[config.mk]
export PLATFORM = sky130hd
export DESIGN_NAME = tics_top
export DESIGN_NICKNAME = d
export VERILOG_FILES = /design/src/logic/tics_axil_slave.v /design/src/logic/tics_top.v
export VERILOG_INCLUDE_DIRS = /design/src /design/src/logic
export SDC_FILE = /design/constraint.sdc
export NUM_CORES = 1
export LEC_CHECK = 0
export CORE_ASPECT_RATIO = 0.6
export CORE_MARGIN = 2
export CORE_UTILIZATION = 65
export CTS_BUF_LIST = sky130_fd_sc_hd__clkbuf_8
export CTS_CLUSTER_SIZE = 24
export DETAILED_ROUTE_END_ITERATION = 10
export DONT_BUFFER_PORTS = 1
export PLACE_DENSITY = 0.89
export SLEW_MARGIN = 30
export SYNTH_ARGS = -nofsm -noshare
export SYNTH_HDL_FRONTEND = slang
export SYNTH_HIERARCHICAL = 1
export SYNTH_SLANG_ARGS = --single-unit
[constraint.sdc]
create_clock -name aclk -period 2.45 [get_ports aclk]
set_input_delay 0.49 -clock aclk [delete_from_list [all_inputs] [get_ports aclk]]
set_output_delay 0.49 -clock aclk [all_outputs]
set_load 0.01 [all_outputs]
[src/logic/tics_defines.vh]
`ifndef TICS_DEFINES_VH
`define TICS_DEFINES_VH

// register byte addresses
`define TICS_ADDR_ENABLE 4'h0
`define TICS_ADDR_STATUS 4'h4
`define TICS_ADDR_CTRL 4'h8
`define TICS_ADDR_FIFO_RELEASE 4'hc

// field positions
`define TICS_BIT_WARN 9
`define TICS_BIT_UPDATE 8
`define TICS_QUEUE_LSB 0
`define TICS_QUEUES 4

// implemented bit mask of enable and status layout
`define TICS_FIELD_MASK 32'h0000030f
`define TICS_RESET_VALUE 32'h00000000

// control register bits (operation mode, stamp fifo on)
`define TICS_CTRL_OPER 0
`define TICS_CTRL_FIFO_ON 1
`define TICS_CTRL_MASK 32'h00000003

// axi responses
`define TICS_RESP_OKAY 2'b00
`define TICS_RESP_SLVERR 2'b10

`endif

[src/logic/tics_axil_slave.v]
`timescale 1ns/10ps
`default_nettype none
`include "tics_defines.vh"

// axi4-lite slave front end: one write and one read at a time
module tics_axil_slave (
   input wire aclk,
   input wire aresetn,
   input wire [3:0] s_axi_awaddr,
   input wire s_axi_awvalid,
   output reg s_axi_awready,
   input wire [31:0] s_axi_wdata,
   input wire [3:0] s_axi_wstrb,
   input wire s_axi_wvalid,
   output reg s_axi_wready,
   output reg [1:0] s_axi_bresp,
   output reg s_axi_bvalid,
   input wire s_axi_bready,
   input wire [3:0] s_axi_araddr,
   input wire s_axi_arvalid,
   output reg s_axi_arready,
   output reg [31:0] s_axi_rdata,
   output reg [1:0] s_axi_rresp,
   output reg s_axi_rvalid,
   input wire s_axi_rready,
   output reg wr_pulse,
   output reg [3:0] wr_addr,
   output reg [31:0] wr_data,
   output reg [3:0] wr_strb,
   output reg rd_pulse,
   output reg [3:0] rd_addr,
   input wire [31:0] rd_data,
   input wire rd_err,
   input wire wr_err
);

   reg aw_held;
   reg w_held;
   reg wr_wait;
   reg rd_wait;

   ////////////////////////////////////////////////////////////////////////////
   always @(posedge aclk) begin
      if (!aresetn) begin
         s_axi_awready <= 1'b0;
         s_axi_wready <= 1'b0;
         s_axi_bvalid <= 1'b0;
         s_axi_bresp <= `TICS_RESP_OKAY;
         aw_held <= 1'b0;
         w_held <= 1'b0;
         wr_wait <= 1'b0;
         wr_pulse <= 1'b0;
         wr_addr <= 4'h0;
         wr_data <= 32'h00000000;
         wr_strb <= 4'h0;
      end else begin
         wr_pulse <= 1'b0;
         s_axi_awready <= 1'b0;
         s_axi_wready <= 1'b0;
         if (!aw_held && !wr_wait && s_axi_awvalid && !s_axi_awready) begin
            s_axi_awready <= 1'b1;
         end
         if (s_axi_awvalid && s_axi_awready) begin
            aw_held <= 1'b1;
            wr_addr <= s_axi_awaddr;
         end
         if (!w_held && !wr_wait && s_axi_wvalid && !s_axi_wready) begin
            s_axi_wready <= 1'b1;
         end
         if (s_axi_wvalid && s_axi_wready) begin
            w_held <= 1'b1;
            wr_data <= s_axi_wdata;
            wr_strb <= s_axi_wstrb;
         end
         if (aw_held && w_held && !wr_wait) begin
            wr_pulse <= 1'b1;
            wr_wait <= 1'b1;
            aw_held <= 1'b0;
            w_held <= 1'b0;
         end
         if (wr_pulse) begin
            s_axi_bvalid <= 1'b1;
            s_axi_bresp <= wr_err ? `TICS_RESP_SLVERR : `TICS_RESP_OKAY;
         end
         if (s_axi_bvalid && s_axi_bready) begin
            s_axi_bvalid <= 1'b0;
            wr_wait <= 1'b0;
         end
      end
   end

   ////////////////////////////////////////////////////////////////////////////
   always @(posedge aclk) begin
      if (!aresetn) begin
         s_axi_arready <= 1'b0;
         s_axi_rvalid <= 1'b0;
         s_axi_rresp <= `TICS_RESP_OKAY;
         s_axi_rdata <= 32'h00000000;
         rd_wait <= 1'b0;
         rd_pulse <= 1'b0;
         rd_addr <= 4'h0;
      end else begin
         rd_pulse <= 1'b0;
         s_axi_arready <= 1'b0;
         if (!rd_wait && s_axi_arvalid && !s_axi_arready) begin
            s_axi_arready <= 1'b1;
         end
         if (s_axi_arvalid && s_axi_arready) begin
            rd_addr <= s_axi_araddr;
            rd_pulse <= 1'b1;
            rd_wait <= 1'b1;
         end
         if (rd_pulse) begin
            s_axi_rvalid <= 1'b1;
            s_axi_rdata <= rd_data;
            s_axi_rresp <= rd_err ? `TICS_RESP_SLVERR : `TICS_RESP_OKAY;
         end
         if (s_axi_rvalid && s_axi_rready) begin
            s_axi_rvalid <= 1'b0;
            rd_wait <= 1'b0;
         end
      end
   end

endmodule // tics_axil_slave
`default_nettype wire

[src/logic/tics_top.v]
// Implementation choices: the placing of the registers and register access over AXI4-Lite.
`timescale 1ns/10ps
`default_nettype none
`include "tics_defines.vh"

// Operation
// - warning enable plus warning flag raises interrupt
// - update enable plus update flag raises interrupt
// - queue enable and sent flag assert interrupt
// - reserved enable bits read zero
// - warning status bit shows warning pending
// - stamped frame with one entry sets warning
// - all enable fields reset to zero
// - warning flag cleared outside operation or fifo off
// - writing zero clears flag, one keeps it
// - queue sent flags set on frame, cleared leaving operation
// - update flag set on stamped frame, cleared by release
module tics_top (
   input wire aclk,
   input wire aresetn,
   input wire [3:0] s_axi_awaddr,
   input wire s_axi_awvalid,
   output wire s_axi_awready,
   input wire [31:0] s_axi_wdata,
   input wire [3:0] s_axi_wstrb,
   input wire s_axi_wvalid,
   output wire s_axi_wready,
   output wire [1:0] s_axi_bresp,
   output wire s_axi_bvalid,
   input wire s_axi_bready,
   input wire [3:0] s_axi_araddr,
   input wire s_axi_arvalid,
   output wire s_axi_arready,
   output wire [31:0] s_axi_rdata,
   output wire [1:0] s_axi_rresp,
   output wire s_axi_rvalid,
   input wire s_axi_rready,
   input wire stamp_frame_done,
   input wire stamp_fifo_one_entry,
   input wire [3:0] queue_frame_sent,
   output reg tx_irq
);

   wire wr_pulse;
   wire [3:0] wr_addr;
   wire [31:0] wr_data;
   wire [3:0] wr_strb;
   wire rd_pulse;
   wire [3:0] rd_addr;
   reg [31:0] rd_data;
   reg rd_err;
   reg wr_err;

   reg [31:0] tx_interrupt_enable;
   reg [31:0] tx_interrupt_status;
   reg [31:0] ctrl;
   reg [31:0] next_status;
   reg oper_prev;
   reg stamp_fifo_release;

   wire oper_mode;
   wire stamp_fifo_on;
   wire stamp_fifo_warn_enable;
   wire stamp_fifo_update_enable;
   wire stamp_fifo_warn_flag;
   wire stamp_fifo_update_flag;
   wire [31:0] irq_src;
   wire queue0_sent_enable;
   wire queue1_sent_enable;
   wire queue2_sent_enable;
   wire queue3_sent_enable;
   wire queue0_sent_flag;
   wire queue1_sent_flag;
   wire queue2_sent_flag;
   wire queue3_sent_flag;

   // true when a write to the given address applies to byte lane of a bit
   function lane_hit;
      input [3:0] addr;
      input [3:0] want;
      input [3:0] strb;
      input [4:0] bitpos;
      begin
         lane_hit = (addr == want) && strb[bitpos[4:3]];
      end
   endfunction

   // expands the write strobes into a bit mask over the word
   function [31:0] byte_mask;
      input [3:0] strb;
      begin
         byte_mask = {{8{strb[3]}}, {8{strb[2]}}, {8{strb[1]}}, {8{strb[0]}}};
      end
   endfunction

   // mapped register check, used for both read and write answers
   function is_mapped;
      input [3:0] addr;
      begin
         is_mapped = (addr == `TICS_ADDR_ENABLE) || (addr == `TICS_ADDR_STATUS) ||
            (addr == `TICS_ADDR_CTRL) || (addr == `TICS_ADDR_FIFO_RELEASE);
      end
   endfunction

   tics_axil_slave u_slave (
      .aclk(aclk),
      .aresetn(aresetn),
      .s_axi_awaddr(s_axi_awaddr),
      .s_axi_awvalid(s_axi_awvalid),
      .s_axi_awready(s_axi_awready),
      .s_axi_wdata(s_axi_wdata),
      .s_axi_wstrb(s_axi_wstrb),
      .s_axi_wvalid(s_axi_wvalid),
      .s_axi_wready(s_axi_wready),
      .s_axi_bresp(s_axi_bresp),
      .s_axi_bvalid(s_axi_bvalid),
      .s_axi_bready(s_axi_bready),
      .s_axi_araddr(s_axi_araddr),
      .s_axi_arvalid(s_axi_arvalid),
      .s_axi_arready(s_axi_arready),
      .s_axi_rdata(s_axi_rdata),
      .s_axi_rresp(s_axi_rresp),
      .s_axi_rvalid(s_axi_rvalid),
      .s_axi_rready(s_axi_rready),
      .wr_pulse(wr_pulse),
      .wr_addr(wr_addr),
      .wr_data(wr_data),
      .wr_strb(wr_strb),
      .rd_pulse(rd_pulse),
      .rd_addr(rd_addr),
      .rd_data(rd_data),
      .rd_err(rd_err),
      .wr_err(wr_err)
   );

   assign oper_mode = ctrl[`TICS_CTRL_OPER];
   assign stamp_fifo_on = ctrl[`TICS_CTRL_FIFO_ON];
   assign stamp_fifo_warn_enable = tx_interrupt_enable[`TICS_BIT_WARN];
   assign stamp_fifo_update_enable = tx_interrupt_enable[`TICS_BIT_UPDATE];
   assign stamp_fifo_warn_flag = tx_interrupt_status[`TICS_BIT_WARN];
   assign stamp_fifo_update_flag = tx_interrupt_status[`TICS_BIT_UPDATE];

   // per-queue enable and sent flag views
   assign queue0_sent_enable = tx_interrupt_enable[`TICS_QUEUE_LSB];
   assign queue1_sent_enable = tx_interrupt_enable[`TICS_QUEUE_LSB + 1];
   assign queue2_sent_enable = tx_interrupt_enable[`TICS_QUEUE_LSB + 2];
   assign queue3_sent_enable = tx_interrupt_enable[`TICS_QUEUE_LSB + 3];
   assign queue0_sent_flag = tx_interrupt_status[`TICS_QUEUE_LSB];
   assign queue1_sent_flag = tx_interrupt_status[`TICS_QUEUE_LSB + 1];
   assign queue2_sent_flag = tx_interrupt_status[`TICS_QUEUE_LSB + 2];
   assign queue3_sent_flag = tx_interrupt_status[`TICS_QUEUE_LSB + 3];

   ////////////////////////////////////////////////////////////////////////////
   // enable and control registers
   always @(posedge aclk) begin
      if (!aresetn) begin
         tx_interrupt_enable <= `TICS_RESET_VALUE;
         ctrl <= `TICS_RESET_VALUE;
         oper_prev <= 1'b0;
      end else begin
         oper_prev <= oper_mode;
         if (wr_pulse && wr_addr == `TICS_ADDR_ENABLE) begin
            tx_interrupt_enable <= (tx_interrupt_enable & ~byte_mask(wr_strb)) |
               (wr_data & byte_mask(wr_strb) & `TICS_FIELD_MASK);
         end
         if (wr_pulse && lane_hit(wr_addr, `TICS_ADDR_CTRL, wr_strb, 5'd0)) begin
            ctrl <= wr_data & `TICS_CTRL_MASK;
         end
      end
   end

   always @* begin
      stamp_fifo_release = wr_pulse && lane_hit(wr_addr, `TICS_ADDR_FIFO_RELEASE, wr_strb, 5'd0) &&
         wr_data[0];
   end

   ////////////////////////////////////////////////////////////////////////////
   // status flags: hardware set wins over software clear
   always @* begin
      next_status = tx_interrupt_status;
      if (wr_pulse) begin
         next_status = next_status & (wr_data | ~{{22{1'b0}},
            {2{lane_hit(wr_addr, `TICS_ADDR_STATUS, wr_strb, 5'd8)}}, {4{1'b0}},
            {4{lane_hit(wr_addr, `TICS_ADDR_STATUS, wr_strb, 5'd0)}}});
      end
      if (!oper_mode || !stamp_fifo_on) begin
         next_status[`TICS_BIT_WARN] = 1'b0;
         next_status[`TICS_BIT_UPDATE] = 1'b0;
      end else begin
         if (stamp_fifo_release) begin
            next_status[`TICS_BIT_UPDATE] = 1'b0;
         end
         if (stamp_frame_done && stamp_fifo_one_entry) begin
            next_status[`TICS_BIT_WARN] = 1'b1;
         end
         if (stamp_frame_done) begin
            next_status[`TICS_BIT_UPDATE] = 1'b1;
         end
      end
      if (oper_prev && !oper_mode) begin
         next_status[3:0] = 4'h0;
      end else if (oper_mode) begin
         next_status[3:0] = next_status[3:0] | queue_frame_sent;
      end
      next_status = next_status & `TICS_FIELD_MASK;
   end

   always @(posedge aclk) begin
      if (!aresetn) begin
         tx_interrupt_status <= `TICS_RESET_VALUE;
      end else begin
         tx_interrupt_status <= next_status;
      end
   end

   ////////////////////////////////////////////////////////////////////////////
   // interrupt output
   genvar gi;
   generate
      for (gi = 0; gi < 32; gi = gi + 1) begin : g_src
         assign irq_src[gi] = tx_interrupt_status[gi] & tx_interrupt_enable[gi];
      end
   endgenerate

   always @(posedge aclk) begin
      if (!aresetn) begin
         tx_irq <= 1'b0;
      end else begin
         tx_irq <= (stamp_fifo_warn_flag & stamp_fifo_warn_enable) |
            (stamp_fifo_update_flag & stamp_fifo_update_enable) |
            (queue0_sent_flag & queue0_sent_enable) |
            (queue1_sent_flag & queue1_sent_enable) |
            (queue2_sent_flag & queue2_sent_enable) |
            (queue3_sent_flag & queue3_sent_enable) |
            (|irq_src);
      end
   end

   ////////////////////////////////////////////////////////////////////////////
   // read mux
   always @* begin
      rd_err = !is_mapped(rd_addr);
      wr_err = !is_mapped(wr_addr);
      case (rd_addr)
         `TICS_ADDR_ENABLE: rd_data = tx_interrupt_enable & `TICS_FIELD_MASK;
         `TICS_ADDR_STATUS: rd_data = tx_interrupt_status;
         `TICS_ADDR_CTRL: rd_data = ctrl;
         default: rd_data = 32'h00000000;
      endcase
   end

endmodule // tics_top
`default_nettype wire

==> results of run 1 <==
layout by cell type (no fill, tap or decap), drive strengths merged, types with 3 or more instances in the layout:
cell type,n
a211oi,4
a21oi,9
a22oi,3
and2,3
clkbuf,11
clkinvlp,4
conb,28
dfxtp,77
inv,5
mux2i,48
nand2,32
nand4,16
nor2,44
nor4b,3
o211a,3
o21a,3
o21ai,17
area by class of cell:
cell class | instances | area, sq um | share of cell area, %
inverters | 5 | 18.8 | 0.571
flip-flops and latches | 77 | 1540 | 46.9
repair buffers | 1 | 7.51 | 0.228
clock inverters | 5 | 35.0 | 1.07
clock buffers | 11 | 151 | 4.60
well taps | 63 | 78.8 | 2.40
multi-input cells | 236 | 1450 | 44.2
worst max path at each step:
stage	start	end	slack, ps	cells after the start
2_1_floorplan	aresetn	tx_interrupt_status[9]	1220	4
3_3_place_gp	u_slave/wr_pulse	tx_interrupt_status[1]	1020	3
3_5_place_dp	u_slave/wr_pulse	tx_interrupt_status[3]	1010	3
4_1_cts	u_slave/wr_pulse	tx_interrupt_status[3]	1000	3
5_1_grt	u_slave/wr_pulse	tx_interrupt_status[2]	780	3
6_report	u_slave/wr_pulse	tx_interrupt_status[3]	970	3
flip-flops by register name, indices dropped and copies added, names as in the netlist, 2 cells and up, named ones only:
name / count
tx_interrupt_status: 6
ctrl: 2
u_slave/s_axi_rdata: 32
u_slave/wr_addr: 4
u_slave/rd_addr: 4
u_slave/wr_strb: 2
u_slave/wr_data: 6
metal layers:
metal / wire, um / up-vias / global-route usage (%)
met5: 0 / - / 0
li1: - / 1097 / -
met1: 2780 / 1008 / 31.3
met2: 2430 / 76 / 31.2
met4: 63 / 0 / 10.3
met3: 541 / 7 / 9.11
power breakdown:
part / switching, mW / leakage, nW / total, mW / internal [mW]
Combinational: 0.0428 / 0.498 / 0.0738 / 0.0310
Sequential: 0.0346 / 0.623 / 1.31 / 1.27
Clock: 0.445 / 0.0836 / 0.865 / 0.420
Total: 0.522 / 1.20 / 2.25 / 1.73
worst register-to-register path, delay by kind of cell, from the launching register on:
kind	cells	cell delay (ps)
flip-flops	1	480
AND/OR/NAND/NOR	2	700
AO/OA/AOI/OAI	1	160
==> impl_metrics.toml, run 1 <==
[timing]
clock.fmax_mhz = 677
rsz0062_at_grt = "false"
setup_ws_ps = 973
period_needed_ps = 1480
post-route-period-util_pct = 60.3
worst_slew_pin_slew_ps = 603
slew_headroom_pct = 59.7
finalClockSkew_ps = 9.14
hold_ws_ps = 260
setup-tns-final_ps = 0
finalSetupViolCount = 0
drv_slew = 0
final-hold-violation-count = 0

[finish]
layoutNonFillerInstCount = 398
post_route_cells_drive_above_1_share_pct = 6.87
fin_util_pct = 71.7
nNetsFinal = 387
fin_area_sq_mm = 0.00329
n_antenna_cell = 0
area_growth_pct = 6.01
nFillCells = 338

[placement]
place_congestion = 0.803
place_ws_ps = 1010
dpl.hpwl_um = 4150
place_area_sq_mm = 0.00310
port_buffers = 0
placed_cells = 382

[clock_tree]
cts_buffer_depth = 2
cts_post_setup_buffers_inserted = 0
post_cts_resized = 0
cts_tree = "built"
cts_root_buffer = "clkbuf_8"
htree_levels = 3
worstSkewPairLatency_ps = 350
postCtsHoldBufs = 0
clk_pin_slew_ps = 70
numCtsBuffers = 9
cts.sinks = 77

[critical_path]
path_buf_inv = 0
start_kind = "register"
critPathMaxFanout = 5
worstPathRequired_ps = 2650
path_class = "reg -> reg"
ff2ff_setup_slack_ps = 970
cp_slowest_cell = "nor3b_1"
regToRegEndpoint = "tx_interrupt_status[3]"
r2r_cells = 3
max_stage_delay_ps = 550
worstReg2RegStart = "u_slave/wr_pulse"
crit_arrival_ps = 1670
critPathTopFamily = "simple AND/OR/NAND/NOR gates"
cp_cell_sequence = "nand4bb_4 > nor3b_1 > a211oi_1"
worstSetupEndpointType = "register"

[run_status]
status = "completed"

[worst_hold_path]
min-delay-start = "aresetn"
hold_depth = 2
hold_path_end = "tx_irq"
hold_class = "in -> reg"

[synth]
syn-mean-instance-area_sq_um = 9.60
synthCells = 323
syn_area_sq_mm = 0.00310
ys.warnings.count = 6

[floorplanning]
coreArea_sq_mm = 0.00459
row_count = 19
die_w_um = 93.2
io_pins = 99
die_h_um = 57.5
dieArea_sq_mm = 0.00536
start_util_pct = 67.6

[grt]
grt_antenna_before_repair = 0
grt_pass1_vias = 1950
grt_pass1_wl_um = 9180
grt_max_degree = 57
grt_usage_pct = 22.6
globalRouteOverflowTotal = 0

[drt]
drt-vias-per-instance = 5.50
dr.pass1.iters = 5
final_antenna_net_count = 0
wl_per_cell_um = 14.6
wl_um = 5810
dr_total_vias = 2188
drc = 0
drtIter0Drc = 159

[power]
p_leak_nw = 1.20
p_per_area_mw_per_mm2 = 684
irDropWorstVdd_mv = 0.419
p_total_mw = 2.25

[flow_run]
maxCapViolCount = 0
No activity file was read; power rests on OpenSTA's default activity.
==> run 2: changes to the inputs <==
==> constraint.sdc (replaced) <==
create_clock -name aclk -period 1.5 [get_ports aclk]
set_input_delay 0.3 -clock aclk [delete_from_list [all_inputs] [get_ports aclk]]
set_output_delay 0.3 -clock aclk [all_outputs]
set_load 0.01 [all_outputs]
==> impl_metrics.toml, run 2 (same netlist as run 1, synthesis figures left out) <==
[drt]
dr_total_vias = 2231
drtIter0Drc = 221
wl_um = 6100
drt-vias-per-instance = 5.55
final_antenna_net_count = 0
dr.pass1.iters = 4
drc = 0
wl_per_cell_um = 15.2

[floorplanning]
die_h_um = 57.5
coreArea_sq_mm = 0.00459
row_count = 19
dieArea_sq_mm = 0.00536
die_w_um = 93.2
start_util_pct = 67.6
io_pins = 99

[clock_tree]
cts_root_buffer = "clkbuf_8"
cts_post_setup_buffers_inserted = 0
postCtsHoldBufs = 0
clk_pin_slew_ps = 80
cts_buffer_depth = 2
cts.sinks = 77
numCtsBuffers = 9
worstSkewPairLatency_ps = 350
cts_tree = "built"
post_cts_resized = 0
htree_levels = 3

[timing]
finalSetupViolCount = 0
setup_ws_ps = 146
worst_slew_pin_slew_ps = 605
clock.fmax_mhz = 738
final-hold-violation-count = 0
setup-tns-final_ps = 0
rsz0062_at_grt = "false"
drv_slew = 0
period_needed_ps = 1350
post-route-period-util_pct = 90.3
finalClockSkew_ps = 7.39
slew_headroom_pct = 59.6

[critical_path]
startpoint = "u_slave/wr_pulse"
critPathCapture = "tx_interrupt_status[9]"
start_kind = "register"
cp_cell_sequence = "nand4bb_1 > o311a_1 > a31o_1"
worstSetupEndpointType = "register"
critPathMaxFanout = 5
regToRegEndpoint = "tx_interrupt_status[9]"
ff2ff_setup_slack_ps = 150
path_class = "reg -> reg"
worstPathRequired_ps = 1740
worstReg2RegStart = "u_slave/wr_pulse"
cp_slowest_cell = "dfxtp_1"
max_stage_delay_ps = 490
crit_arrival_ps = 1590
r2r_cells = 3

[run_status]
status = "completed"

[grt]
grt_pass1_vias = 1959
grt_pass1_wl_um = 9540
grt_max_degree = 57
grt_antenna_before_repair = 0
grt_usage_pct = 23.9
globalRouteOverflowTotal = 0

[finish]
n_antenna_cell = 0
largest_register = "u_slave/s_axi_rdata"
post_route_cells_drive_above_1_share_pct = 7.67
area_growth_pct = 9.48
reg_top3 = "u_slave/s_axi_rdata: 32 flops, tx_interrupt_status: 6 flops, u_slave/wr_data: 6 flops"
nNetsFinal = 391
final_common_cell = "dfxtp_1"
largest_reg_flops = 32
layout_common_cells = "76 x dfxtp_1, 48 x mux2i_1, 44 x nor2_1, 32 x nand2_1, 28 x conb_1"

[placement]
port_buffers = 0
place_ws_ps = 176
place_congestion = 0.811
dpl.hpwl_um = 4280

[power]
irDropWorstVdd_mv = 0.717
p_per_area_mw_per_mm2 = 1210
p_leak_nw = 1.27
p_total_mw = 4.10

[worst_hold_path]
hold_class = "in -> reg"

[flow_run]
maxCapViolCount = 0
[run 2: how the worst min path moves through the flow]
stage,cells past startpoint,slack [ps],from,to
2_1_floorplan,1,400,u_slave/rd_wait,u_slave/s_axi_arready
3_3_place_gp,1,410,u_slave/rd_wait,u_slave/s_axi_arready
3_5_place_dp,1,410,u_slave/rd_wait,u_slave/s_axi_arready
4_1_cts,2,40,aresetn,tx_irq
5_1_grt,2,50,aresetn,tx_irq
6_report,2,80,aresetn,tx_irq
[run 2: per-layer routing]
layer	wire length, um	GRT usage (%)	vias to the layer above
li1	-	-	1108
met1	2790	33.2	1027
met2	2680	33.6	90
met3	593	10.7	6
met4	41	7.56	0
met5	0	0	-
[run 2: power by group]
group          switching, mW  internal (mW)
Clock                  0.730           1.10
Combinational         0.0791         0.0569
Sequential            0.0519           2.08
[run 2: layout make-up]
cell class | count | area, sq um
clock buffer | 9 | 124
inverter | 5 | 18.8
sequential | 77 | 1540
clock inverter | 7 | 115
timing repair buffer | 5 | 62.6
tap | 63 | 78.8
multi-input combinational | 236 | 1450
fill | 314 | 1190
[run 2: through the flow]
stage	hold slack (ps)	area, sq um	util (%)	cells
2_1_floorplan	400	3200	-	349
3_3_place_gp	408	3160	68.8	386
3_5_place_dp	414	3160	68.8	386
4_1_cts	43.2	3400	74.0	402
5_1_grt	45.3	3400	74.0	402
6_report	80.3	3400	74.0	402
[run 2: worst max-delay path: cells and delay by family, from the launching register on]
family,cells,cell delay (ps)
AND/OR/NAND/NOR,1,210
AO/OA/AOI/OAI,2,560
flip-flops,1,490
==> run 3: changes to the inputs <==
--- a/config.mk
+++ b/config.mk
@@ -8,12 +8,12 @@
 export LEC_CHECK = 0
 export CORE_ASPECT_RATIO = 0.6
 export CORE_MARGIN = 2
-export CORE_UTILIZATION = 65
+export CORE_UTILIZATION = 55
 export CTS_BUF_LIST = sky130_fd_sc_hd__clkbuf_8
 export CTS_CLUSTER_SIZE = 24
 export DETAILED_ROUTE_END_ITERATION = 10
 export DONT_BUFFER_PORTS = 1
-export PLACE_DENSITY = 0.89
+export PLACE_DENSITY = 0.78
 export SLEW_MARGIN = 30
 export SYNTH_ARGS = -nofsm -noshare
 export SYNTH_HDL_FRONTEND = slang
==> impl_metrics.toml, run 3 (same netlist as run 1, synthesis figures left out) <==
[power]
power_frac_comb_pct = 3.5
switchingPower_uw = 898
p_per_area_mw_per_mm2 = 1120
clkPwrFrac_pct = 39.5
p_total_mw = 3.74
irDropWorstVdd_mv = 0.694
intPower_mw = 2.84
switching_share_pct = 24.0
p_leak_nw = 1.24
seqPwrFrac_pct = 57.0

[finish]
layout_common_cells = "76 x dfxtp_1, 48 x mux2i_1, 44 x nor2_1, 32 x nand2_1, 28 x conb_1"
nFillCells = 486
reg_top3 = "u_slave/s_axi_rdata: 32 flops, tx_interrupt_status: 6 flops, u_slave/wr_data: 6 flops"
post_route_cells_drive_above_1_share_pct = 7.69
largest_register = "u_slave/s_axi_rdata"
final_common_cell = "dfxtp_1"
area_growth_pct = 7.62
n_antenna_cell = 0
largest_reg_flops = 32
layoutNonFillerInstCount = 407
fin_util_pct = 60.5
nNetsFinal = 390
fin_area_sq_mm = 0.00334

[drt]
drt-vias-per-instance = 5.33
wl_met3_um = 475
final_antenna_net_count = 0
wl_met1_um = 3040
wl_per_cell_um = 14.5
dr_total_vias = 2170
dr.pass1.iters = 4
drtIter0Drc = 126
wl_um = 5910
wl_met2_um = 2300
top_layer = "met4"
drc = 0

[timing]
post-route-period-util_pct = 90.2
drv_slew = 0
period_needed_ps = 1350
rsz0062_at_grt = "false"
clock.fmax_mhz = 739
setup-tns-final_ps = 0
slew_headroom_pct = 60.4
worst_slew_pin_slew_ps = 594
finalClockSkew_ps = 6.75
finalSetupViolCount = 0
final-hold-violation-count = 0

[clock_tree]
numCtsBuffers = 9
htree_levels = 3
postCtsHoldBufs = 0
cts.sinks = 77
cts_root_buffer = "clkbuf_8"
cts_tree = "built"
worstSkewPairLatency_ps = 360
clk_pin_slew_ps = 80
cts_buffer_depth = 2
post_cts_resized = 0
cts_post_setup_buffers_inserted = 0

[floorplanning]
coreArea_sq_mm = 0.00552
io_pins = 99
row_count = 21
die_w_um = 101
start_util_pct = 56.2
dieArea_sq_mm = 0.00628
die_h_um = 62.2

[grt]
grt_pass1_wl_um = 9910
grt_antenna_before_repair = 0
globalRouteOverflowTotal = 0
grt_max_degree = 57
grt_pass1_vias = 2053
grt_usage_pct = 20.5

[placement]
dpl.hpwl_um = 4130
placed_cells = 391
place_congestion = 0.814
port_buffers = 0
place_area_sq_mm = 0.00314

[run_status]
status = "completed"

[critical_path]
crit_arrival_ps = 1600
worstPathRequired_ps = 1750
worstSetupEndpointType = "register"
critPathMaxFanout = 5
start_kind = "register"
path_class = "reg -> reg"

[flow_run]
maxCapViolCount = 0

[worst_hold_path]
hold_class = "in -> reg"
==> run 3: changes by cell type in the layout (fill, tap and decap cells not counted) <==
cell,before,now
buf_12,2,1
clkinv_2,1,0
inv_1,5,4
clkinv_4,1,3
bufinv_16,3,0
clkbuf_8,9,11
inv_6,0,1
==> run 3: worst max-delay path, cell delays in order (launching register included) <==
cell	delay, ps
dfxtp_1	470
nand4bb_1	220
o311a_1	380
a31o_1	180
==> run 3: power by group through the flow <==
stage / logic, mW / clock network, mW / registers (mW)
floorplan: 0.159 / 0 / 2.17
global placement: 0.127 / 0 / 2.18
detailed placement: 0.130 / 0 / 2.18
CTS: 0.131 / 1.53 / 2.13
global route: 0.151 / 1.62 / 2.14
finish: 0.130 / 1.48 / 2.13
==> run 3: path summary, 6_finish.rpt <==
kind                    start                     end  slack, ps  depth (start not counted)
max          u_slave/wr_pulse  tx_interrupt_status[9]        150                          3
min                   aresetn         u_slave/aw_held         80                          1
max reg2reg  u_slave/wr_pulse  tx_interrupt_status[9]        150                          3
min reg2reg   u_slave/rd_wait   u_slave/s_axi_arready        440                          1
==> run 3: per-stage QoR <==
| stage | setup slack [ps] | hold slack [ps] |
|---|---|---|
| after floorplan | 338 | 400 |
| after global placement | 194 | 409 |
| after detailed placement | 176 | 415 |
| after CTS | 160 | 48.5 |
| after global routing | 79.6 | 44.1 |
| final | 147 | 75.8 |
==> run 3: layer usage <==
layer | up-vias | GRT usage, %
met1 | 997 | 30.1
met4 | 0 | 8.11
met2 | 64 | 26.0
met5 | - | 0
li1 | 1101 | -
met3 | 8 | 9.01
==> run 3: area by class of cell <==
class / count / area [sq um] / area share, %
Clock inverter: 5 / 42.5 / 1.27
Tap cell: 69 / 86.3 / 2.59
Sequential cell: 77 / 1540 / 46.2
Timing Repair Buffer: 4 / 42.5 / 1.27
Inverter: 5 / 18.8 / 0.562
Clock buffer: 11 / 151 / 4.54
Multi-Input combinational cell: 236 / 1450 / 43.6
